File: config.mk
export PLATFORM = sky130hd
export DESIGN_NAME = lscpe_top
export DESIGN_NICKNAME = d
export VERILOG_FILES = /design/src/hdl/lscpe_pkg.sv /design/src/hdl/lscpe_pin_sync.sv /design/src/hdl/lscpe_sec_timer.sv /design/src/hdl/lscpe_top.sv
export SDC_FILE = /design/constraint.sdc
export NUM_CORES = 1
export LEC_CHECK = 0
export ABC_CLOCK_PERIOD_IN_PS = 5300
export BUFFER_PORTS_ARGS = -buffer_cell sky130_fd_sc_hd__buf_4
export CAP_MARGIN = 10
export CORE_ASPECT_RATIO = 1.5
export CORE_MARGIN = 2
export CORE_UTILIZATION = 60
export CTS_BUF_LIST = sky130_fd_sc_hd__clkbuf_2 sky130_fd_sc_hd__clkbuf_4 sky130_fd_sc_hd__clkbuf_8
export DETAILED_ROUTE_END_ITERATION = 7
export GPL_TIMING_DRIVEN = 0
export PLACE_DENSITY = 0.76
export RECOVER_POWER = 100
export SLEW_MARGIN = 20
export SYNTH_ARGS = -nofsm -noshare
export SYNTH_HDL_FRONTEND = slang
export SYNTH_SLANG_ARGS = --single-unit
File: constraint.sdc
create_clock -name sys_clk -period 5.3 [get_ports sys_clk]
set_input_delay 1.06 -clock sys_clk [delete_from_list [all_inputs] [get_ports sys_clk]]
set_output_delay 1.06 -clock sys_clk [all_outputs]
set_load 0.005 [all_outputs]
File: src/hdl/lscpe_pkg.sv
// constants for the line scan and cp-bit error counter register bank
package lscpe_pkg;
  localparam logic [7:0] ADDR_LINE_SCAN = 8'h73;
  localparam logic [7:0] ADDR_EVT_HIGH  = 8'h74;
  localparam logic [7:0] ADDR_EVT_LOW   = 8'h75;
  localparam logic [7:0] ADDR_SEC_HIGH  = 8'h76;
  localparam logic [7:0] ADDR_SEC_LOW   = 8'h77;
  localparam logic [7:0] ADDR_UNUSED_LO = 8'h78;
  localparam logic [7:0] ADDR_UNUSED_HI = 8'h85;
  localparam logic [7:0] ADDR_IRQ_STAT  = 8'h86;
  localparam logic [7:0] ADDR_IRQ_MASK  = 8'h87;
  localparam int         SCAN_LOS_BIT   = 0;
  localparam int         SCAN_LOL_BIT   = 1;
  localparam int         SCAN_DMO_BIT   = 2;
  localparam int         IRQ_LOS_BIT    = 0;
  localparam int         IRQ_LOL_BIT    = 1;
  localparam int         IRQ_SEC_BIT    = 2;
  localparam logic [7:0] RESET_BYTE     = 8'h00;
  localparam logic [15:0] RESET_COUNT   = 16'h0000;
  localparam int         CLK_HZ         = 20000000;
  localparam int         ONE_SECOND_MS  = 1000;
  localparam int         SEC_CYCLES     = CLK_HZ / 1000 * ONE_SECOND_MS;
endpackage : lscpe_pkg

File: src/hdl/lscpe_pin_sync.sv
// three-stage synchroniser with agreement filter for one pin
`timescale 1ns/100ps
`default_nettype none
module lscpe_pin_sync (
  input  wire logic sys_clk,
  input  wire logic rst,
  input  wire logic clk_en,
  input  wire logic pin_in,
  output logic      level_out
);
  logic s1_reg;
  logic s2_reg;
  logic s3_reg;

  always_ff @(posedge sys_clk or posedge rst) begin
    if (rst) begin
      s1_reg <= 1'b0;
      s2_reg <= 1'b0;
      s3_reg <= 1'b0;
    end else if (clk_en) begin
      s1_reg <= pin_in;
      s2_reg <= s1_reg;
      s3_reg <= s2_reg;
    end
  end

  // level only follows once two settled stages agree
  always_ff @(posedge sys_clk or posedge rst) begin
    if (rst) begin
      level_out <= 1'b0;
    end else if (clk_en && (s2_reg == s3_reg)) begin
      level_out <= s3_reg;
    end
  end
endmodule : lscpe_pin_sync
`default_nettype wire

File: src/hdl/lscpe_sec_timer.sv
// free-running one-second tick generator
`timescale 1ns/100ps
`default_nettype none
module lscpe_sec_timer #(
  parameter int SEC_CYCLES = lscpe_pkg::SEC_CYCLES
) (
  input  wire logic sys_clk,
  input  wire logic rst,
  input  wire logic clk_en,
  output logic      tick
);
  logic [31:0] cnt_reg;

  always_ff @(posedge sys_clk or posedge rst) begin
    if (rst) begin
      cnt_reg <= 32'h0;
      tick    <= 1'b0;
    end else if (clk_en) begin
      if (cnt_reg == 32'(SEC_CYCLES - 1)) begin
        cnt_reg <= 32'h0;
        tick    <= 1'b1;
      end else begin
        cnt_reg <= cnt_reg + 32'h1;
        tick    <= 1'b0;
      end
    end
  end
endmodule : lscpe_sec_timer
`default_nettype wire

File: src/hdl/lscpe_top.sv
// line scan register and cp-bit error counter register bank
// Summary of operation
// scan bit 1 reads the level of the receive lock loss pin.
// scan bit 0 reads the level of the receive signal loss pin.
// a high signal loss pin makes the device declare loss of signal itself.
// scan bits reflect their pins through the three-stage synchroniser and agreement filter only.
// a 16-bit error event counter is kept as high and low clear-on-read bytes, reset zero.
// the event counter counts errors since the last read, saturating at 0xffff, and restarts after it.
// event counter high byte sits at 0x74 and low byte at 0x75.
// a read-only 16-bit accumulator holds the last full one-second error count, reset zero.
// accumulator high byte sits at 0x76 and low byte at 0x77.
// addresses 0x78 to 0x85 are unused and carry no function.
// each second the running count moves to the accumulator and restarts.
`timescale 1ns/100ps
`default_nettype none
module lscpe_top #(
  parameter int SEC_CYCLES = lscpe_pkg::SEC_CYCLES
) (
  input  wire logic       sys_clk,
  input  wire logic       rst,
  input  wire logic       clk_en,
  input  wire logic [7:0] addr,
  input  wire logic [7:0] wr_data,
  input  wire logic       wr_stb,
  input  wire logic       rd_stb,
  output logic      [7:0] rd_data,
  input  wire logic       receive_lock_loss_pin,
  input  wire logic       receive_signal_loss_pin,
  input  wire logic       dmo_pin,
  input  wire logic       cpbit_error,
  output logic            los_declared,
  output logic            irq
);
  ////////////////////////////////////////////////////////////////////////////
  logic       lol_sync;
  logic       los_sync;
  logic       dmo_sync;
  logic       sec_tick;
  logic       los_prev_reg;
  logic       lol_prev_reg;
  logic [15:0] evt_reg;
  logic [15:0] run_reg;
  logic [15:0] sec_reg;
  logic [7:0] evt_low_hold_reg;
  logic       low_held_reg;
  logic [2:0] stat_reg;
  logic [2:0] mask_reg;
  logic [2:0] stat_set;
  logic [7:0] scan_byte;
  logic       rd_evt_high;
  logic       rd_evt_low;

  function automatic logic [15:0] sat_inc(input logic [15:0] v);
    sat_inc = (v == 16'hffff) ? v : v + 16'h0001;
  endfunction : sat_inc

  lscpe_pin_sync u_lol (
    .sys_clk   (sys_clk),
    .rst       (rst),
    .clk_en    (clk_en),
    .pin_in    (receive_lock_loss_pin),
    .level_out (lol_sync)
  );

  lscpe_pin_sync u_los (
    .sys_clk   (sys_clk),
    .rst       (rst),
    .clk_en    (clk_en),
    .pin_in    (receive_signal_loss_pin),
    .level_out (los_sync)
  );

  lscpe_pin_sync u_dmo (
    .sys_clk   (sys_clk),
    .rst       (rst),
    .clk_en    (clk_en),
    .pin_in    (dmo_pin),
    .level_out (dmo_sync)
  );

  lscpe_sec_timer #(
    .SEC_CYCLES (SEC_CYCLES)
  ) u_sec (
    .sys_clk (sys_clk),
    .rst     (rst),
    .clk_en  (clk_en),
    .tick    (sec_tick)
  );

  ////////////////////////////////////////////////////////////////////////////
  // scan byte: pins straight through, only the synchroniser in the path
  always_comb begin
    scan_byte = 8'h00;
    scan_byte[lscpe_pkg::SCAN_LOL_BIT] = lol_sync;
    scan_byte[lscpe_pkg::SCAN_LOS_BIT] = los_sync;
    scan_byte[lscpe_pkg::SCAN_DMO_BIT] = dmo_sync;
  end

  always_ff @(posedge sys_clk or posedge rst) begin
    if (rst) begin
      los_declared <= 1'b0;
    end else if (clk_en) begin
      los_declared <= los_sync;
    end
  end

  ////////////////////////////////////////////////////////////////////////////
  assign rd_evt_high = rd_stb && (addr == lscpe_pkg::ADDR_EVT_HIGH);
  assign rd_evt_low  = rd_stb && (addr == lscpe_pkg::ADDR_EVT_LOW);

  // event counter; a high-byte read snapshots the low byte so the pair is coherent.
  // an error in the clearing cycle is kept as the new count of one.
  always_ff @(posedge sys_clk or posedge rst) begin
    if (rst) begin
      evt_reg <= lscpe_pkg::RESET_COUNT;
    end else if (clk_en) begin
      if (rd_evt_high || (rd_evt_low && !low_held_reg)) begin
        evt_reg <= cpbit_error ? 16'h0001 : 16'h0000;
      end else if (cpbit_error) begin
        evt_reg <= sat_inc(evt_reg);
      end
    end
  end

  always_ff @(posedge sys_clk or posedge rst) begin
    if (rst) begin
      evt_low_hold_reg <= lscpe_pkg::RESET_BYTE;
      low_held_reg     <= 1'b0;
    end else if (clk_en) begin
      if (rd_evt_high) begin
        evt_low_hold_reg <= evt_reg[7:0];
        low_held_reg     <= 1'b1;
      end else if (rd_evt_low) begin
        low_held_reg <= 1'b0;
      end
    end
  end

  // running one-second count and its accumulator
  always_ff @(posedge sys_clk or posedge rst) begin
    if (rst) begin
      run_reg <= lscpe_pkg::RESET_COUNT;
      sec_reg <= lscpe_pkg::RESET_COUNT;
    end else if (clk_en) begin
      if (sec_tick) begin
        sec_reg <= cpbit_error ? sat_inc(run_reg) : run_reg;
        run_reg <= 16'h0000;
      end else if (cpbit_error) begin
        run_reg <= sat_inc(run_reg);
      end
    end
  end

  ////////////////////////////////////////////////////////////////////////////
  // interrupts: rising loss of signal, rising loss of lock, second done
  assign stat_set = {sec_tick,
                     lol_sync && !lol_prev_reg,
                     los_sync && !los_prev_reg};

  always_ff @(posedge sys_clk or posedge rst) begin
    if (rst) begin
      los_prev_reg <= 1'b0;
      lol_prev_reg <= 1'b0;
    end else if (clk_en) begin
      los_prev_reg <= los_sync;
      lol_prev_reg <= lol_sync;
    end
  end

  always_ff @(posedge sys_clk or posedge rst) begin
    if (rst) begin
      stat_reg <= 3'h0;
    end else if (clk_en) begin
      // set wins over a write-one clear in the same cycle
      if (wr_stb && addr == lscpe_pkg::ADDR_IRQ_STAT) begin
        stat_reg <= (stat_reg & ~wr_data[2:0]) | stat_set;
      end else begin
        stat_reg <= stat_reg | stat_set;
      end
    end
  end

  always_ff @(posedge sys_clk or posedge rst) begin
    if (rst) begin
      mask_reg <= 3'h0;
    end else if (clk_en && wr_stb && addr == lscpe_pkg::ADDR_IRQ_MASK) begin
      mask_reg <= wr_data[2:0];
    end
  end

  always_ff @(posedge sys_clk or posedge rst) begin
    if (rst) begin
      irq <= 1'b0;
    end else if (clk_en) begin
      irq <= |(stat_reg & mask_reg);
    end
  end

  ////////////////////////////////////////////////////////////////////////////
  // read port; unmapped and unused addresses read as zero
  always_ff @(posedge sys_clk or posedge rst) begin
    if (rst) begin
      rd_data <= 8'h00;
    end else if (clk_en) begin
      rd_data <= 8'h00;
      if (rd_stb) begin
        case (addr)
          lscpe_pkg::ADDR_LINE_SCAN: rd_data <= scan_byte;
          lscpe_pkg::ADDR_EVT_HIGH:  rd_data <= evt_reg[15:8];
          lscpe_pkg::ADDR_EVT_LOW:   rd_data <= low_held_reg ? evt_low_hold_reg
                                                             : evt_reg[7:0];
          lscpe_pkg::ADDR_SEC_HIGH:  rd_data <= sec_reg[15:8];
          lscpe_pkg::ADDR_SEC_LOW:   rd_data <= sec_reg[7:0];
          lscpe_pkg::ADDR_IRQ_STAT:  rd_data <= {5'h00, stat_reg};
          lscpe_pkg::ADDR_IRQ_MASK:  rd_data <= {5'h00, mask_reg};
          default:                   rd_data <= 8'h00;
        endcase
      end
    end
  end

  ////////////////////////////////////////////////////////////////////////////
  property p_scan_lol;
    @(posedge sys_clk) disable iff (rst)
      (clk_en && rd_stb && addr == lscpe_pkg::ADDR_LINE_SCAN)
        |=> (rd_data[1] == $past(lol_sync));
  endproperty
  a_scan_lol: assert property (p_scan_lol) else $error("scan bit 1 wrong");

  property p_scan_los;
    @(posedge sys_clk) disable iff (rst)
      (clk_en && rd_stb && addr == lscpe_pkg::ADDR_LINE_SCAN)
        |=> (rd_data[0] == $past(los_sync));
  endproperty
  a_scan_los: assert property (p_scan_los) else $error("scan bit 0 wrong");

  property p_los_decl;
    @(posedge sys_clk) disable iff (rst)
      (clk_en && los_sync) |=> los_declared;
  endproperty
  a_los_decl: assert property (p_los_decl) else $error("loss of signal not declared");

  property p_scan_upper;
    @(posedge sys_clk) disable iff (rst)
      (clk_en && rd_stb && addr == lscpe_pkg::ADDR_LINE_SCAN) |=> (rd_data[7:3] == 5'h00);
  endproperty
  a_scan_upper: assert property (p_scan_upper) else $error("scan upper bits set");

  property p_evt_clear;
    @(posedge sys_clk) disable iff (rst)
      (clk_en && rd_evt_high && !cpbit_error) |=> (evt_reg == 16'h0000);
  endproperty
  a_evt_clear: assert property (p_evt_clear) else $error("event count not cleared");

  property p_evt_count;
    @(posedge sys_clk) disable iff (rst)
      (clk_en && cpbit_error && !rd_evt_high && !rd_evt_low && evt_reg != 16'hffff)
        |=> (evt_reg == $past(evt_reg) + 16'h0001);
  endproperty
  a_evt_count: assert property (p_evt_count) else $error("event not counted");

  property p_evt_read;
    @(posedge sys_clk) disable iff (rst)
      (clk_en && rd_evt_high) |=> (rd_data == $past(evt_reg[15:8]));
  endproperty
  a_evt_read: assert property (p_evt_read) else $error("event high byte wrong");

  property p_sec_hold;
    @(posedge sys_clk) disable iff (rst)
      (!sec_tick) |=> (sec_reg == $past(sec_reg));
  endproperty
  a_sec_hold: assert property (p_sec_hold) else $error("accumulator moved");

  property p_sec_read;
    @(posedge sys_clk) disable iff (rst)
      (clk_en && rd_stb && addr == lscpe_pkg::ADDR_SEC_LOW) |=> (rd_data == $past(sec_reg[7:0]));
  endproperty
  a_sec_read: assert property (p_sec_read) else $error("accumulator low byte wrong");

  property p_unused;
    @(posedge sys_clk) disable iff (rst)
      (clk_en && rd_stb && addr >= lscpe_pkg::ADDR_UNUSED_LO
       && addr <= lscpe_pkg::ADDR_UNUSED_HI) |=> (rd_data == 8'h00);
  endproperty
  a_unused: assert property (p_unused) else $error("unused address read nonzero");

  property p_sec_load;
    @(posedge sys_clk) disable iff (rst)
      (clk_en && sec_tick && !cpbit_error) |=> (sec_reg == $past(run_reg) && run_reg == 16'h0000);
  endproperty
  a_sec_load: assert property (p_sec_load) else $error("second transfer wrong");

  // the low byte after a high-byte read must be the snapshot, not the live count
  property p_evt_snap;
    @(posedge sys_clk) disable iff (rst)
      (clk_en && rd_evt_low && low_held_reg)
        |=> (rd_data == $past(evt_low_hold_reg));
  endproperty
  a_evt_snap: assert property (p_evt_snap) else $error("event low snapshot wrong");

  property p_sec_read_high;
    @(posedge sys_clk) disable iff (rst)
      (clk_en && rd_stb && addr == lscpe_pkg::ADDR_SEC_HIGH)
        |=> (rd_data == $past(sec_reg[15:8]));
  endproperty
  a_sec_read_high: assert property (p_sec_read_high) else $error("accumulator high byte wrong");
endmodule : lscpe_top
`default_nettype wire

-- Yosys cells after proc, flatten, opt, wreduce, memory -nomap -nowiden
Index checks and enable logic that the tools add are counted.
- add/subtract/negate cells: 3
- multipliers: 0
- divide/modulo/power cells: 0
- magnitude comparators: 0
- eq/ne operators: 14
- shift operators: 0
- multiplexer cells: 15
- bitwise logic cells: 5
- reduce and logical (&&, ||, !) cells: 22
- operators with widths (cell ; count):
    16-bit two-way mux ; 6
    8-bit one-hot mux with 7 select lines ; 1
    8-bit by 7-bit equality test with 1-bit output, second input constant ; 5
    16-bit by 1-bit adder with 16-bit output, second input constant ; 2
    32-bit by 1-bit adder with 32-bit output, second input constant ; 1
    16-bit equality test, second input constant ; 2
    32-bit by 25-bit equality test with 1-bit output, second input constant ; 1
    32-bit two-way mux ; 1
    8-bit equality test, second input constant ; 2
    8-bit two-way mux ; 2
    1-bit logical AND ; 11
    3-bit bitwise AND ; 2
    3-bit bitwise OR ; 2
    2-bit AND reduction ; 3
    1-bit two-way mux ; 4
    2-bit nonzero test ; 2
    1-bit equality test ; 3
    1-bit zero test ; 3
    3-bit two-way mux ; 1
    3-bit NOT ; 1
    3-bit AND reduction ; 1
    3-bit OR reduction ; 1
    2-bit inequality test, second input constant ; 1
    1-bit logical OR ; 1
- flip-flop bits (word level): 119
- latch bits: 0
- bits in writable memories: 0
- memory bits (read-only): 0
- bits of input ports: 25
- output and inout port bits: 10
- memories kept: 0

-- Logic depth before layout (Yosys ltp)
- word-level depth: 6
- gate-level depth with buffers: 7

-- Cells and area by module
From an unflattened synthesis, not the netlist that was laid out.
- cell total of the unflattened synthesis: 652
- area total of the unflattened synthesis: 6424.9 µm²
- modules (own cells, without submodules) (module ; instances ; cells each ; area an instance (µm²) ; sequential area each (µm²)):
    lscpe_top ; 1 ; 451 ; 4252.8 ; 1851.8
    lscpe_sec_timer ; 1 ; 168 ; 1691.6 ; 825.8
    lscpe_pin_sync ; 3 ; 11 ; 160.2 ; 100.1

-- Least setup slack after synthesis
Ideal clock, no wire load.
- kind: input-to-reg
- start: input port addr[1]
- end: register evt_reg[11]
- setup time: 0.125 ns
- data arrival time: 2.361 ns
- data required time: 5.175 ns
- slack: 2.814 ns
- stages on the path: 6
- path buffers: 2
- cell sequence: clkbuf_1 nor3b_2 and4b_1 buf_2 nor2_1 mux2_2
- word-level cells in the longest chain between the ends: 6
- RTL lines (element ; RTL line ; source):
    start: declaration ; lscpe_top.sv:22 ; input wire logic [7:0] addr,
    8-bit by 7-bit equality test with 1-bit output ; lscpe_top.sv:109 ; assign rd_evt_low = rd_stb && (addr == lscpe_pkg::ADDR_EVT_LOW);
    1-bit logical AND ; lscpe_top.sv:109 ;
    1-bit logical AND ; lscpe_top.sv:117 ; if (rd_evt_high || (rd_evt_low && !low_held_reg)) begin
    1-bit logical OR * ; lscpe_top.sv:117 ;
    2-bit inequality test (no line) or 2-bit nonzero test (tied branches) ; n/a ;
    3-bit AND reduction (no line) ; n/a ;
    end signal: assignment ; lscpe_top.sv:115 ; evt_reg <= lscpe_pkg::RESET_COUNT;
    end signal: assignment ; lscpe_top.sv:118 ; evt_reg <= cpbit_error ? 16'h0001 : 16'h0000;
    end signal: assignment ; lscpe_top.sv:120 ; evt_reg <= sat_inc(evt_reg);
    end: declaration ; lscpe_top.sv:41 ; logic [15:0] evt_reg;
Mark *: on every way between the ends. The rest lies on a longest branch, timed or not.
A chain may end at the register's enable or synchronous reset.

==> flow_summary.toml <==
[outcome]
run_status = "finished, violations left"
violations = "capacitance limit, slew limit"

[sta]
slew_headroom = -0.5852
hold-worst-slack_ns = 0.4472
worst_pin_slew_ns = 2.365
setup_viol = 0
slew_violations = 53
finalHoldViolCount = 0
clock_skew_ns = 0.01067
fin_crit_sh = 0.5967
timing.fmax_ghz = 0.3162
rsz0062_at_grt = "no"
period_needed_ns = 3.162

[synth]
synthFlopType = "dfrtp_1"
synth_top_area_cell = "dfrtp_1"
avgSynthCellArea_sq_um = 9.746
synth_cell_type_count = 64
netlist_area_sq_um = 6345
synth_edf_count = 0
yosys_warnings = 0
synth-seq-cells = 119
async_flop_share = 1.000
seq_area_frac_synth = 0.4693
yosys.area.top_type_share = 0.4693
synth_area_leaders = "dfrtp_1, mux2_2, xnor2_1, nand2_1, nand4_1"
synth_nets = 679
syn-instance-count = 651

[die]
dieWidth_um = 87.97
num_rows = 46
core_sq_um = 10420
die_y_um = 129.9
start_util = 0.6091
die_area_sq_um = 11430
ios = 35

[worst_setup_path]
r2r_start = "u_sec.cnt_reg[15]"
worstSetupEndpointType = "flip-flop"
cp_max_fo = 9
worstSetupPathType = "input port to flip-flop"
cp.arrival_ns = 3.51
start_kind = "input port"
worstPathRequired_ns = 5.65
regToRegSetupSlack_ns = 2.59
crit_start = "clk_en"

[grt]
antenna_found_initial = 0
grt_overflow = 0
grt_pass1_vias = 5135
grt_use_total = 0.2870
grt_first_pass_wirelength_um = 25020
grt_max_degree = 68

[clock_tree]
cts_hold_buf = 0
cts_root_buffer = "clkbuf_8"
cts_buffer_depth = 2
cts_resized = 0
clk_pin_slew_ns = 0.07
clock_latency_ns = 0.44
cts_buffers = 17
htreeDepth = 4
post_cts_buffers = 0
cts_tree = "yes"
clock_sinks = 119

[final_layout]
fillers = 839
regArea_sq_um = 2978
nets = 724
diodes = 0
layout-drive-gt1-share = 0.1481
area_delta_synth_final_pct = 10.92
largest_register_ffs = 32
layout_commonest_cell = "dfrtp_1"
final_cell_mix = "dfrtp_1, nand2_1, nor2_1"
multiInputGateArea_sq_um = 3064

[routing]
num_vias = 5216
ant_nets = 0
wirelength_um = 15550
firstDrtPassIters = 5
drtIter0Drc = 390
drcViolationCount = 0
route.detailed.vias_per_inst = 6.115
avgRoutedWirePerCell_um = 18.23

[power_and_ir_drop]
p_leak_nw = 3.048
p_per_area_nw_per_um2 = 308.9
finalPower_mw = 2.174
ir_drop_v = 0.0001839

[job]
drv_cap = 1

[place]
dp.final_hpwl_um = 11380
io_buffer_count = 25
gp_congestion = 0.9361

[worst_hold_path]
worstHoldStart = "lol_prev_reg"
hp-class = "flip-flop to flip-flop"
## worst max-delay path, cell delays in order
cell      delay [ns]
clkbuf_1        0.38
nand4_1         0.30
nor4_1          1.17
nand2_1         0.22
nor2_1          0.20
xor2_1          0.17
## power breakdown
| part | total (mW) | internal (mW) | switching (mW) |
|---|---|---|---|
| logic | 0.322 | 0.135 | 0.187 |
| clock network | 0.770 | 0.384 | 0.385 |
| registers | 1.08 | 0.989 | 0.0927 |
## synth_stat cells (5+ instances only)
cell type / instances
and3_1: 16
mux2i_1: 16
a22o_1: 5
nand3_1: 33
nand2_1: 57
inv_1: 16
o31ai_1: 10
a21oi_1: 31
clkbuf_1: 22
xnor2_1: 25
o21ai_0: 35
dfrtp_1: 119
buf_2: 14
o21ai_1: 10
and4_1: 11
nor2_1: 45
nor3_1: 15
mux2_2: 22
xor2_1: 18
nand4_1: 28
and2_1: 6
o2bb2ai_1: 9
nand2b_1: 5
a31o_2: 5
## layer usage
metal	wire length, um	track usage	share of wire	vias to the layer above
met4	592	0.1611	0.038	0
li1	-	-	-	2464
met2	8473	0.5031	0.54	176
met1	5912	0.3262	0.38	2531
met3	573	0.04870	0.037	45
met5	0	0	0	-
## final timing paths
kind	endpoint	cells past startpoint
setup / recovery	u_sec.cnt_reg[22]	6
hold / removal	stat_reg[1]	1
setup reg to reg	u_sec.cnt_reg[21]	6
hold reg to reg	stat_reg[1]	1
max in group asynchronous	sec_reg[6]	3
min in group asynchronous	u_sec.cnt_reg[27]	2
## area by class of cell
class	count	share of cell area
multi-input combinational	476	0.4354
sequential	119	0.4231
clock buffer	18	0.03520
timing repair buffer	26	0.03058
tap	144	0.02560
buffer	39	0.02276
clock inverter	14	0.01813
inverter	17	0.009244
## through the flow
stage | instance area (sq um) | setup TNS [ns] | utilization | setup slack (ns) | instances
2_1_floorplan | 6345 | 0 | - | 1.083 | 651
3_3_place_gp | 6713 | -11.15 | 0.6444 | -0.1045 | 820
3_5_place_dp | 6745 | 0 | 0.6475 | 2.219 | 821
4_1_cts | 7121 | 0 | 0.6835 | 2.682 | 853
5_1_grt | 7038 | 0 | 0.6756 | 1.883 | 853
6_report | 7038 | 0 | 0.6756 | 2.138 | 853
## kinds of logic (layout without fill, tap and decap cells)
logic type / count (synthesis) / after routing / share of synthesized area
AO/OA/AOI/OAI: 134 / 134 / 0.1353
multiplexers: 38 / 38 / 0.06429
flip-flops: 119 / 119 / 0.4693
buffers and inverters: 56 / 114 / 0.03668
adder cells (fa/ha/maj): 3 / 3 / 0.005917
AND/OR/NAND/NOR: 258 / 258 / 0.2291
XOR/XNOR: 43 / 43 / 0.05936
No activity file was read; power rests on OpenSTA's default activity.
